### src/hw/adcrf_defs.vh
`ifndef ADCRF_DEFS_VH
`define ADCRF_DEFS_VH

// Register addresses (plain port, byte address)
`define ADCRF_ADDR_W      4
`define ADCRF_OFF_CTRL    4'h0
`define ADCRF_OFF_CFG     4'h1
`define ADCRF_OFF_RESH    4'h2
`define ADCRF_OFF_RESL    4'h3
`define ADCRF_OFF_FLAG    4'h4

// Control register fields
`define ADCRF_CTRL_EN     0
`define ADCRF_CTRL_GO     1
`define ADCRF_CTRL_CHS_LO 2
`define ADCRF_CTRL_CHS_HI 6
`define ADCRF_CTRL_RST    8'h00

// Config register fields
`define ADCRF_CFG_JUST    7
`define ADCRF_CFG_MASK    8'hF3
`define ADCRF_CFG_RST     8'h00

// Flag register: completion flag in bit 0, write one to clear
`define ADCRF_FLAG_DONE   0

// Conversion: 10-bit code, one bit resolved per step
`define ADCRF_CODE_W      10
`define ADCRF_STEP_NS     100
`define ADCRF_CLK_NS      10
`define ADCRF_STEP_CYC    ((`ADCRF_STEP_NS + `ADCRF_CLK_NS - 1) / `ADCRF_CLK_NS)
`define ADCRF_CNT_W       8

`endif

### src/hw/adcrf_top.v
// Local design decisions: the plain strobed port and the address map.
`timescale 1ns/1ps
`include "adcrf_defs.vh"

module adcrf_top (
  input  wire       clk,
  input  wire       rst,
  input  wire [3:0] addr,
  input  wire [7:0] wdata,
  input  wire       wr,
  input  wire       rd,
  output reg  [7:0] rdata,
  input  wire       cmp_in,
  output reg        sample_hold,
  output reg  [9:0] dac_code,
  output reg  [4:0] channel_select,
  output reg        converter_enable
);

  // One-hot states
  localparam [1:0] ST_IDLE = 2'b01;
  localparam [1:0] ST_CONV = 2'b10;
  // Marks that no bit has been resolved yet
  localparam [3:0] LAST_NONE = 4'hF;

  reg  [1:0]                 state_q;
  reg  [7:0]                 ctrl_q;
  reg  [7:0]                 cfg_q;
  reg  [7:0]                 result_high_reg;
  reg  [7:0]                 result_low_reg;
  reg                        completion_irq_flag;
  reg  [`ADCRF_CODE_W-1:0]   sar_q;
  reg  [3:0]                 bit_q;
  reg  [`ADCRF_CNT_W-1:0]    cnt_q;
  reg  [3:0]                 last_q;

  // Strobe qualified by one register address
  function hit;
    input       strobe;
    input [3:0] a;
    input [3:0] want;
    begin
      hit = strobe && (a == want);
    end
  endfunction

  wire wr_ctrl = hit(wr, addr, `ADCRF_OFF_CTRL);
  wire wr_cfg  = hit(wr, addr, `ADCRF_OFF_CFG);
  wire wr_resh = hit(wr, addr, `ADCRF_OFF_RESH);
  wire wr_resl = hit(wr, addr, `ADCRF_OFF_RESL);
  wire wr_flag = hit(wr, addr, `ADCRF_OFF_FLAG);
  wire go_q    = ctrl_q[`ADCRF_CTRL_GO];
  // Comparator only matters on the last cycle of a step
  wire step    = (state_q == ST_CONV) && (cnt_q == `ADCRF_STEP_CYC - 1);
  wire done    = step && (bit_q == 4'h0);
  wire abort   = (state_q == ST_CONV) && wr_ctrl && !wdata[`ADCRF_CTRL_GO];
  // Reset ends a conversion but never touches the results
  wire ld      = (done || abort) && !rst;
  // High means the trial bit stays
  wire res_bit = cmp_in;

  // Unresolved bits copy the last resolved one
  // partial result fill
  function [9:0] fill_code;
    input [9:0] code;
    input [3:0] last;
    integer i;
    begin
      fill_code = code;
      for (i = 0; i < 10; i = i + 1) begin
        if (i < last) begin
          fill_code[i] = code[last];
        end
      end
    end
  endfunction

  wire [9:0] code_done  = {sar_q[9:1], res_bit};
  wire [9:0] code_part  = (last_q == LAST_NONE) ? 10'h000 : fill_code(sar_q, last_q);
  wire [9:0] final_code = done ? code_done : code_part;

  always @(posedge clk) begin
    if (rst) begin
      state_q <= ST_IDLE;
      ctrl_q  <= `ADCRF_CTRL_RST;
      cfg_q   <= `ADCRF_CFG_RST;
      sar_q   <= 10'h000;
      bit_q   <= 4'h9;
      cnt_q   <= {`ADCRF_CNT_W{1'b0}};
      last_q  <= 4'hF;
    end else begin
      if (wr_cfg) begin
        cfg_q <= wdata & `ADCRF_CFG_MASK;
      end
      if (wr_ctrl) begin
        ctrl_q <= {1'b0, wdata[6:0]};
      end
      case (state_q)
        ST_IDLE: begin
          // Enable must be stored first; go in the enabling write is ignored
          if (wr_ctrl && wdata[`ADCRF_CTRL_GO] && ctrl_q[`ADCRF_CTRL_EN] &&
              wdata[`ADCRF_CTRL_EN]) begin
            state_q <= ST_CONV;
            sar_q   <= 10'h200;
            bit_q   <= 4'h9;
            cnt_q   <= {`ADCRF_CNT_W{1'b0}};
            last_q  <= 4'hF;
          end else if (wr_ctrl) begin
            ctrl_q[`ADCRF_CTRL_GO] <= 1'b0;
          end
        end
        ST_CONV: begin
          // Dropping enable abandons the run; the results are left alone only if go stays set in that write, else the abort loads the partial code
          if (abort || !ctrl_q[`ADCRF_CTRL_EN]) begin
            state_q <= ST_IDLE;
            ctrl_q[`ADCRF_CTRL_GO] <= 1'b0;
          end else if (step) begin
            cnt_q  <= {`ADCRF_CNT_W{1'b0}};
            last_q <= bit_q;
            // Keep or drop the trial bit on the comparator
            sar_q[bit_q] <= res_bit;
            if (bit_q == 4'h0) begin
              state_q <= ST_IDLE;
              ctrl_q[`ADCRF_CTRL_GO] <= 1'b0;
            end else begin
              // one trial bit per step, 10 steps
              sar_q[bit_q - 4'h1] <= 1'b1;
              bit_q <= bit_q - 4'h1;
            end
          end else begin
            cnt_q <= cnt_q + 8'h01;
          end
        end
        default: state_q <= ST_IDLE;
      endcase
    end
  end

  // results not reset; writable by software
  always @(posedge clk) begin
    if (ld) begin
      if (cfg_q[`ADCRF_CFG_JUST]) begin
        // upper two bits low in high register
        result_high_reg <= {6'h00, final_code[9:8]};
        result_low_reg  <= final_code[7:0];
      end else begin
        result_high_reg <= final_code[9:2];
        result_low_reg  <= {final_code[1:0], 6'h00};
      end
    end else if (wr_resh) begin
      // Software write, only when no load is due
      result_high_reg <= wdata;
    end else if (wr_resl) begin
      result_low_reg <= wdata;
    end
  end

  // completion flag, set wins over clear
  always @(posedge clk) begin
    if (rst) begin
      completion_irq_flag <= 1'b0;
    end else if (done) begin
      completion_irq_flag <= 1'b1;
    end else if (wr_flag && wdata[`ADCRF_FLAG_DONE]) begin
      completion_irq_flag <= 1'b0;
    end
  end

  // Status outputs lag the internal state by one cycle
  always @(posedge clk) begin
    if (rst) begin
      rdata            <= 8'h00;
      sample_hold      <= 1'b0;
      dac_code         <= 10'h000;
      channel_select   <= 5'h00;
      converter_enable <= 1'b0;
    end else begin
      sample_hold      <= (state_q == ST_CONV);
      dac_code         <= sar_q;
      channel_select   <= ctrl_q[`ADCRF_CTRL_CHS_HI:`ADCRF_CTRL_CHS_LO];
      converter_enable <= ctrl_q[`ADCRF_CTRL_EN];
      // Idle slots and unmapped addresses read zero
      rdata            <= 8'h00;
      if (rd) begin
        if (addr == `ADCRF_OFF_CTRL) begin
          rdata <= {1'b0, ctrl_q[6:2], go_q, ctrl_q[0]};
        end else if (addr == `ADCRF_OFF_CFG) begin
          rdata <= cfg_q;
        end else if (addr == `ADCRF_OFF_RESH) begin
          rdata <= result_high_reg;
        end else if (addr == `ADCRF_OFF_RESL) begin
          rdata <= result_low_reg;
        end else if (addr == `ADCRF_OFF_FLAG) begin
          rdata <= {7'h00, completion_irq_flag};
        end
      end
    end
  end

endmodule

### config.mk
export PLATFORM = sky130hd
export DESIGN_NAME = adcrf_top
export DESIGN_NICKNAME = d
export VERILOG_FILES = /design/src/hw/adcrf_top.v
export VERILOG_INCLUDE_DIRS = /design/src /design/src/hw
export SDC_FILE = /design/constraint.sdc
export NUM_CORES = 1
export LEC_CHECK = 0
export BUFFER_PORTS_ARGS = -buffer_cell sky130_fd_sc_hd__clkbuf_2
export CAP_MARGIN = 20
export CORE_MARGIN = 1.5
export CORE_UTILIZATION = 59
export CTS_CLUSTER_DIAMETER = 150
export DETAILED_ROUTE_END_ITERATION = 10
export GPL_ROUTABILITY_DRIVEN = 1
export PLACE_DENSITY = 0.85
export SYNTH_ARGS = -nofsm -noshare
export SYNTH_HDL_FRONTEND = slang
export SYNTH_SLANG_ARGS = --single-unit
### constraint.sdc
create_clock -name clk -period 2.8 [get_ports clk]
set_input_delay 0 -clock clk [delete_from_list [all_inputs] [get_ports clk]]
set_output_delay 0 -clock clk [all_outputs]
set_load 0.005 [all_outputs]
# Word level (Yosys, flattened, before mapping)
# Index checks and enable logic that the tools add are counted.
[classes] add_sub_neg=2 magnitude_cmp=15 n_eq_ne=15 muxes=63 bitwise=2 n_reduce_logical=34
[op_table] op="$mux W8" count=13
[op_table] op="$mux W10" count=6
[op_table] op="$mux W4" count=7
[op_table] op="$mux W1" count=21
[op_table] op="$pmux W10 S2" count=1
[op_table] op="$logic_and A1 B1 Y1" count=16
[op_table] op="$lt A3 B4 Y1 const A" count=4
[op_table] op="$pmux W4 S2" count=2
[op_table] op="$pmux W8 S2" count=1
[op_table] op="$lt A4 B5 Y1 const B" count=3
[op_table] op="$bwmux W10" count=1
[op_table] op="$mux W2" count=5
[op_table] op="$or A10 B10 Y10" count=1
[op_table] op="$add A8 B1 Y8 const B" count=1
[op_table] op="$demux W1 S4" count=2
[op_table] op="$eq A4 B2 Y1 const B" count=2
[op_table] op="$eq A8 B4 Y1 const B" count=1
[op_table] op="$ge A4 B1 Y1 const B" count=2
[op_table] op="$logic_not A4 Y1" count=2
[op_table] op="$lt A1 B4 Y1 const A" count=2
[op_table] op="$lt A2 B4 Y1 const A" count=2
[op_table] op="$lt A4 B4 Y1 const A" count=2
[op_table] op="$ne A2 B2 Y1 const B" count=4
[op_table] op="$reduce_bool A2 Y1" count=4
[op_table] op="other kinds (21)" count=26
[word_totals] reg_bits=83 input_bits=17 output_inout_bits=25 wordCells=148

# Depth between registers and ports, before layout
[depth] depth_word=10 ltp_mapped=10 mapped_depth_nobuf=8

# Worst setup path after synthesis
# OpenSTA, ideal clock, no wires.
[synth_path] path_kind="register -> register" from="register bit_q[0]" to="register result_high_reg[0] (data pin)" setup_time_ns=0.259 t_arrival_ns=2.211 required_ns=2.541 path_slack_ns=0.330 stages_incl_launch_ff=9 path_buffers=1 synth_period_minus_slack_ns=2.470 path_cell_list="dfxtp_1 > inv_1 > ha_1 > nor3b_1 > nand4_1 > buf_2 > a21oi_1 > a211oi_1 > a211o_1"
[synth_via] elab_chain_cells=5 word_cells_on_any_way=7 cone_classes="mux (3); reduce/logical (4)"
[synth_lines] element="from (decl)" line="adcrf_top.v:33" source="reg [3:0] bit_q;"
[synth_lines] element="from (signal assigned)" line="adcrf_top.v:128" source="bit_q <= bit_q - 4'h1;"
[synth_lines] element="$logic_not A4 Y1 *" line="adcrf_top.v:55" source="wire done = step && (bit_q == 4'h0);"
[synth_lines] element="$logic_and A1 B1 Y1 *" line="adcrf_top.v:55"
[synth_lines] element="$mux W10 / $logic_or A1 B1 Y1 (equally long branches)" line="adcrf_top.v:80, adcrf_top.v:58"
[synth_lines] element="$mux W8 / $logic_and A1 B1 Y1 (equally long branches)" line="adcrf_top.v:142, adcrf_top.v:58"
[synth_lines] element="$mux W8 *" line="adcrf_top.v:141" source="if (ld) begin"
[synth_lines] element="to (signal assigned)" line="adcrf_top.v:144" source="result_high_reg <= {6'h00, final_code[9:8]};"
[synth_lines] element="to (signal assigned)" line="adcrf_top.v:147" source="result_high_reg <= final_code[9:2];"
[synth_lines] element="to (signal assigned)" line="adcrf_top.v:152" source="result_high_reg <= wdata;"
[synth_lines] element="to (decl)" line="adcrf_top.v:29" source="reg [7:0] result_high_reg;"
# Mark *: on every way between the ends. The rest lies on a longest branch, timed or not.
# A chain may end at the register's enable or synchronous reset.

# Worst setup path after layout
[layout_path] from="register bit_q[0]" to="register result_high_reg[0], enable pin"
[layout_via] elab_chain_cells=5
[layout_lines] element="$logic_not A4 Y1" line="adcrf_top.v:55"
[layout_lines] element="$logic_and A1 B1 Y1" line="adcrf_top.v:55"
[layout_lines] element="$logic_or A1 B1 Y1" line="adcrf_top.v:58" source="wire ld = (done || abort) && !rst;"
[layout_lines] element="$logic_and A1 B1 Y1" line="adcrf_top.v:58"
[layout_lines] element="$reduce_bool A2 Y1 (no line)"
# No other way between the ends.

==> impl_metrics.env <==
export IMPL_max_slew_margin_rel=0.610
export IMPL_setup_viol_count_final=0
export IMPL_clkSinkCount=83
export IMPL_grtUsageTotal=0.274
export IMPL_power_density_nw_per_um2=568
export IMPL_dieWidth_um=88.0
export IMPL_io_buffer_count=41
export IMPL_avgViaCountPerCell=5.96
export IMPL_holdPathStages=3
export IMPL_grt_pass1_vias=3538
export IMPL_synthCells=470
export IMPL_wl_per_cell_um=16.2
export IMPL_clk_path_buf_depth=2
export IMPL_layout_commonest_cell="dfxtp_1"
export IMPL_r2r_cells=7
export IMPL_rows=30
export IMPL_finalHoldViolations=0
export IMPL_cpPeakStageDelay_ns=0.49
export IMPL_firstDrtPassIters=4
export IMPL_grt_antenna_before_repair=0
export IMPL_fmax_ghz=0.393
export IMPL_postRouteAntennaNets=0
export IMPL_async_reset_ff_frac=0
export IMPL_core_area_um2=6870
export IMPL_p_sw_uw=846
export IMPL_place_gp_congestion=1.01
export IMPL_dieArea_um2=7740
export IMPL_min_period_ns=2.54
export IMPL_vias=3668
export IMPL_dr_wl_met3_um=468
export IMPL_seq_area_frac_synth=0.428
export IMPL_skew_ns=0.00836
export IMPL_peakVddDrop_mv=0.288
export IMPL_combPwrFrac=0.198
export IMPL_r2r_end="result_high_reg[0]"
export IMPL_path_clk_slew_ns=0.08
export IMPL_area_growth_pct=13.6
export IMPL_status="completed"
export IMPL_synthTopCellsByArea="dfxtp_1 31%, edfxtp_1 11%, mux2i_1 5.9%"
export IMPL_syn_num_nets=498
export IMPL_root_buffer="clkbuf_8"
export IMPL_fin_crit_sh=0.909
export IMPL_cts_max_level=3
export IMPL_power_share_clock=0.315
export IMPL_synth_avg_cell_area_um2=9.06
export IMPL_cts_buffers=9
export IMPL_hp_start="wdata[1]"
export IMPL_route_met2_wl_mm=5.06
export IMPL_final_cell_mix="67 x dfxtp_1, 52 x nor2_1, 45 x nand2_1, 41 x clkbuf_2, 26 x o21ai_0"
export IMPL_synth_edf_count=16
export IMPL_synth_distinct_cells=66
export IMPL_hold_end="cfg_q[1]"
export IMPL_p_leak_uw=0.00203
export IMPL_grt_overflow=0
export IMPL_ys_seq_elements=83
export IMPL_initial_core_util=0.620
export IMPL_cap_violations=0
export IMPL_crit_arrival_ns=2.58
export IMPL_rsz0062_at_grt="no"
export IMPL_power_frac_seq=0.487
export IMPL_cp_max_fo=15
export IMPL_wl_mm=9.96
export IMPL_ctsResizeCount=0
export IMPL_cts_tree="yes"
export IMPL_critical_path_class="reg2reg"
export IMPL_swShare=0.308
export IMPL_worst_ep_required_time_ns=2.84
export IMPL_top_regs="dac_code: 10 flops, sar_q: 10 flops"
export IMPL_drc_errors=0
export IMPL_synth_area_um2=4260
export IMPL_crit_buf_inv=2
export IMPL_post_cts_buffers=0
export IMPL_ctsHoldBuffers=8
export IMPL_power_internal_uw=1900
export IMPL_dr_max_layer_used="met4"
export IMPL_cp_cell_sequence="inv_1, ha_1, nor3b_1, buf_4, nand3_1, a21o_1, nand2_1"
export IMPL_diodes=0
export IMPL_worstMarginPinSlew_ns=0.580
export IMPL_grt_max_degree=40
export IMPL_synth_ff_type="dfxtp_1"
export IMPL_final_util=0.704
export IMPL_setup_tns_ns=0
export IMPL_start_kind="flop"
export IMPL_cpMaxStageDelayCell="dfxtp_1"
export IMPL_fin_nets=542
export IMPL_yosysWarnings=0
export IMPL_critical_path_top_delay_family="simple AND/OR/NAND/NOR gates"
export IMPL_hpwl_mm=7.02
export IMPL_die_height_um=88.0
export IMPL_reg2reg_from="bit_q[0]"
export IMPL_wl_met1_mm=4.25
export IMPL_end_kind="flop"
export IMPL_insertion_delay_ns=0.36
export IMPL_slew_violations=0
export IMPL_synth_area_leader_cell="dfxtp_1"
export IMPL_hold_path_class="in2reg"
export IMPL_pin_count=42
export IMPL_grt_pass1_wl_mm=16.5
export IMPL_layout_drive_gt1_share=0.166
export IMPL_rrSetupSlack_ns=0.26
export IMPL_yosysTopAreaCellShare=0.315
export IMPL_drtIter0Drc=292
-- worst max-delay path by stage --
stage,start,cells after the start,endpoint,slack (ns)
global placement,bit_q[0],7,result_low_reg[1],0.45
floorplan,bit_q[0],8,result_high_reg[0],0.33
global route,bit_q[0],7,result_high_reg[0],0.07
CTS,bit_q[0],7,result_high_reg[7],0.31
finish,bit_q[0],7,result_high_reg[0],0.26
detailed placement,bit_q[0],7,result_high_reg[5],0.33
-- synthesized netlist by cell type, types with 4 or more instances --
cell type	instances
nand4_1	7
nand2_1	45
nor2_1	52
nor2b_1	21
mux2_2	5
nand3_1	11
o21ai_0	26
dfxtp_1	67
clkbuf_1	23
a22oi_1	6
a22o_1	12
ha_1	11
edfxtp_1	16
inv_1	14
o31ai_1	7
a211oi_1	4
nand2b_1	8
nor3_1	6
mux2i_1	25
xor2_1	4
a21oi_1	18
-- area by class of cell --
cell class                      instances  area, um2
Clock buffer                            9        124
Sequential cell                        83       1820
Tap cell                               96        120
Clock inverter                          7       75.1
Multi-Input combinational cell        345       2270
Timing Repair Buffer                   61        375
Fill cell                             530       2030
Inverter                               14       52.6
-- metal layers --
metal  track usage  vias up
met5             0        -
met4         0.108        0
met3        0.0622       16
met2         0.476      112
met1         0.329     1745
li1              -     1795
-- tightest hold or removal path, delay by kind of cell --
kind / cells / cell delay [ns]
buffers and inverters: 1 / 0.17
muxes: 1 / 0.10
and+or+nand+nor: 1 / 0.08
-- cells by family after synthesis --
logic type      share of synthesized area
compound gates                      0.189
buf+inv                            0.0397
xor+xnor                           0.0144
fa+ha+maj                          0.0323
simple gates                        0.220
mux                                0.0773
flops                               0.428
-- through the flow --
step           hold WS (ns)  total power, uW  worst slack, ns  area [um2]  cells
2_1_floorplan         0.144             1730            0.330        4260    470
3_3_place_gp          0.260             1870            0.449        4560    591
3_5_place_dp          0.275             1880            0.330        4560    591
4_1_cts              0.0155             2750            0.310        4840    615
5_1_grt              0.0278             2890           0.0722        4840    615
6_report             0.0318             2750            0.256        4840    615
-- power groups by stage --
stage	Clock [uW]	Sequential, uW	Combinational (uW)
2_1_floorplan	0	1320	412
3_3_place_gp	0	1360	511
3_5_place_dp	0	1360	523
4_1_cts	877	1330	536
5_1_grt	938	1350	602
6_report	865	1340	543
Note: power is estimated with default switching activity, not from simulation.
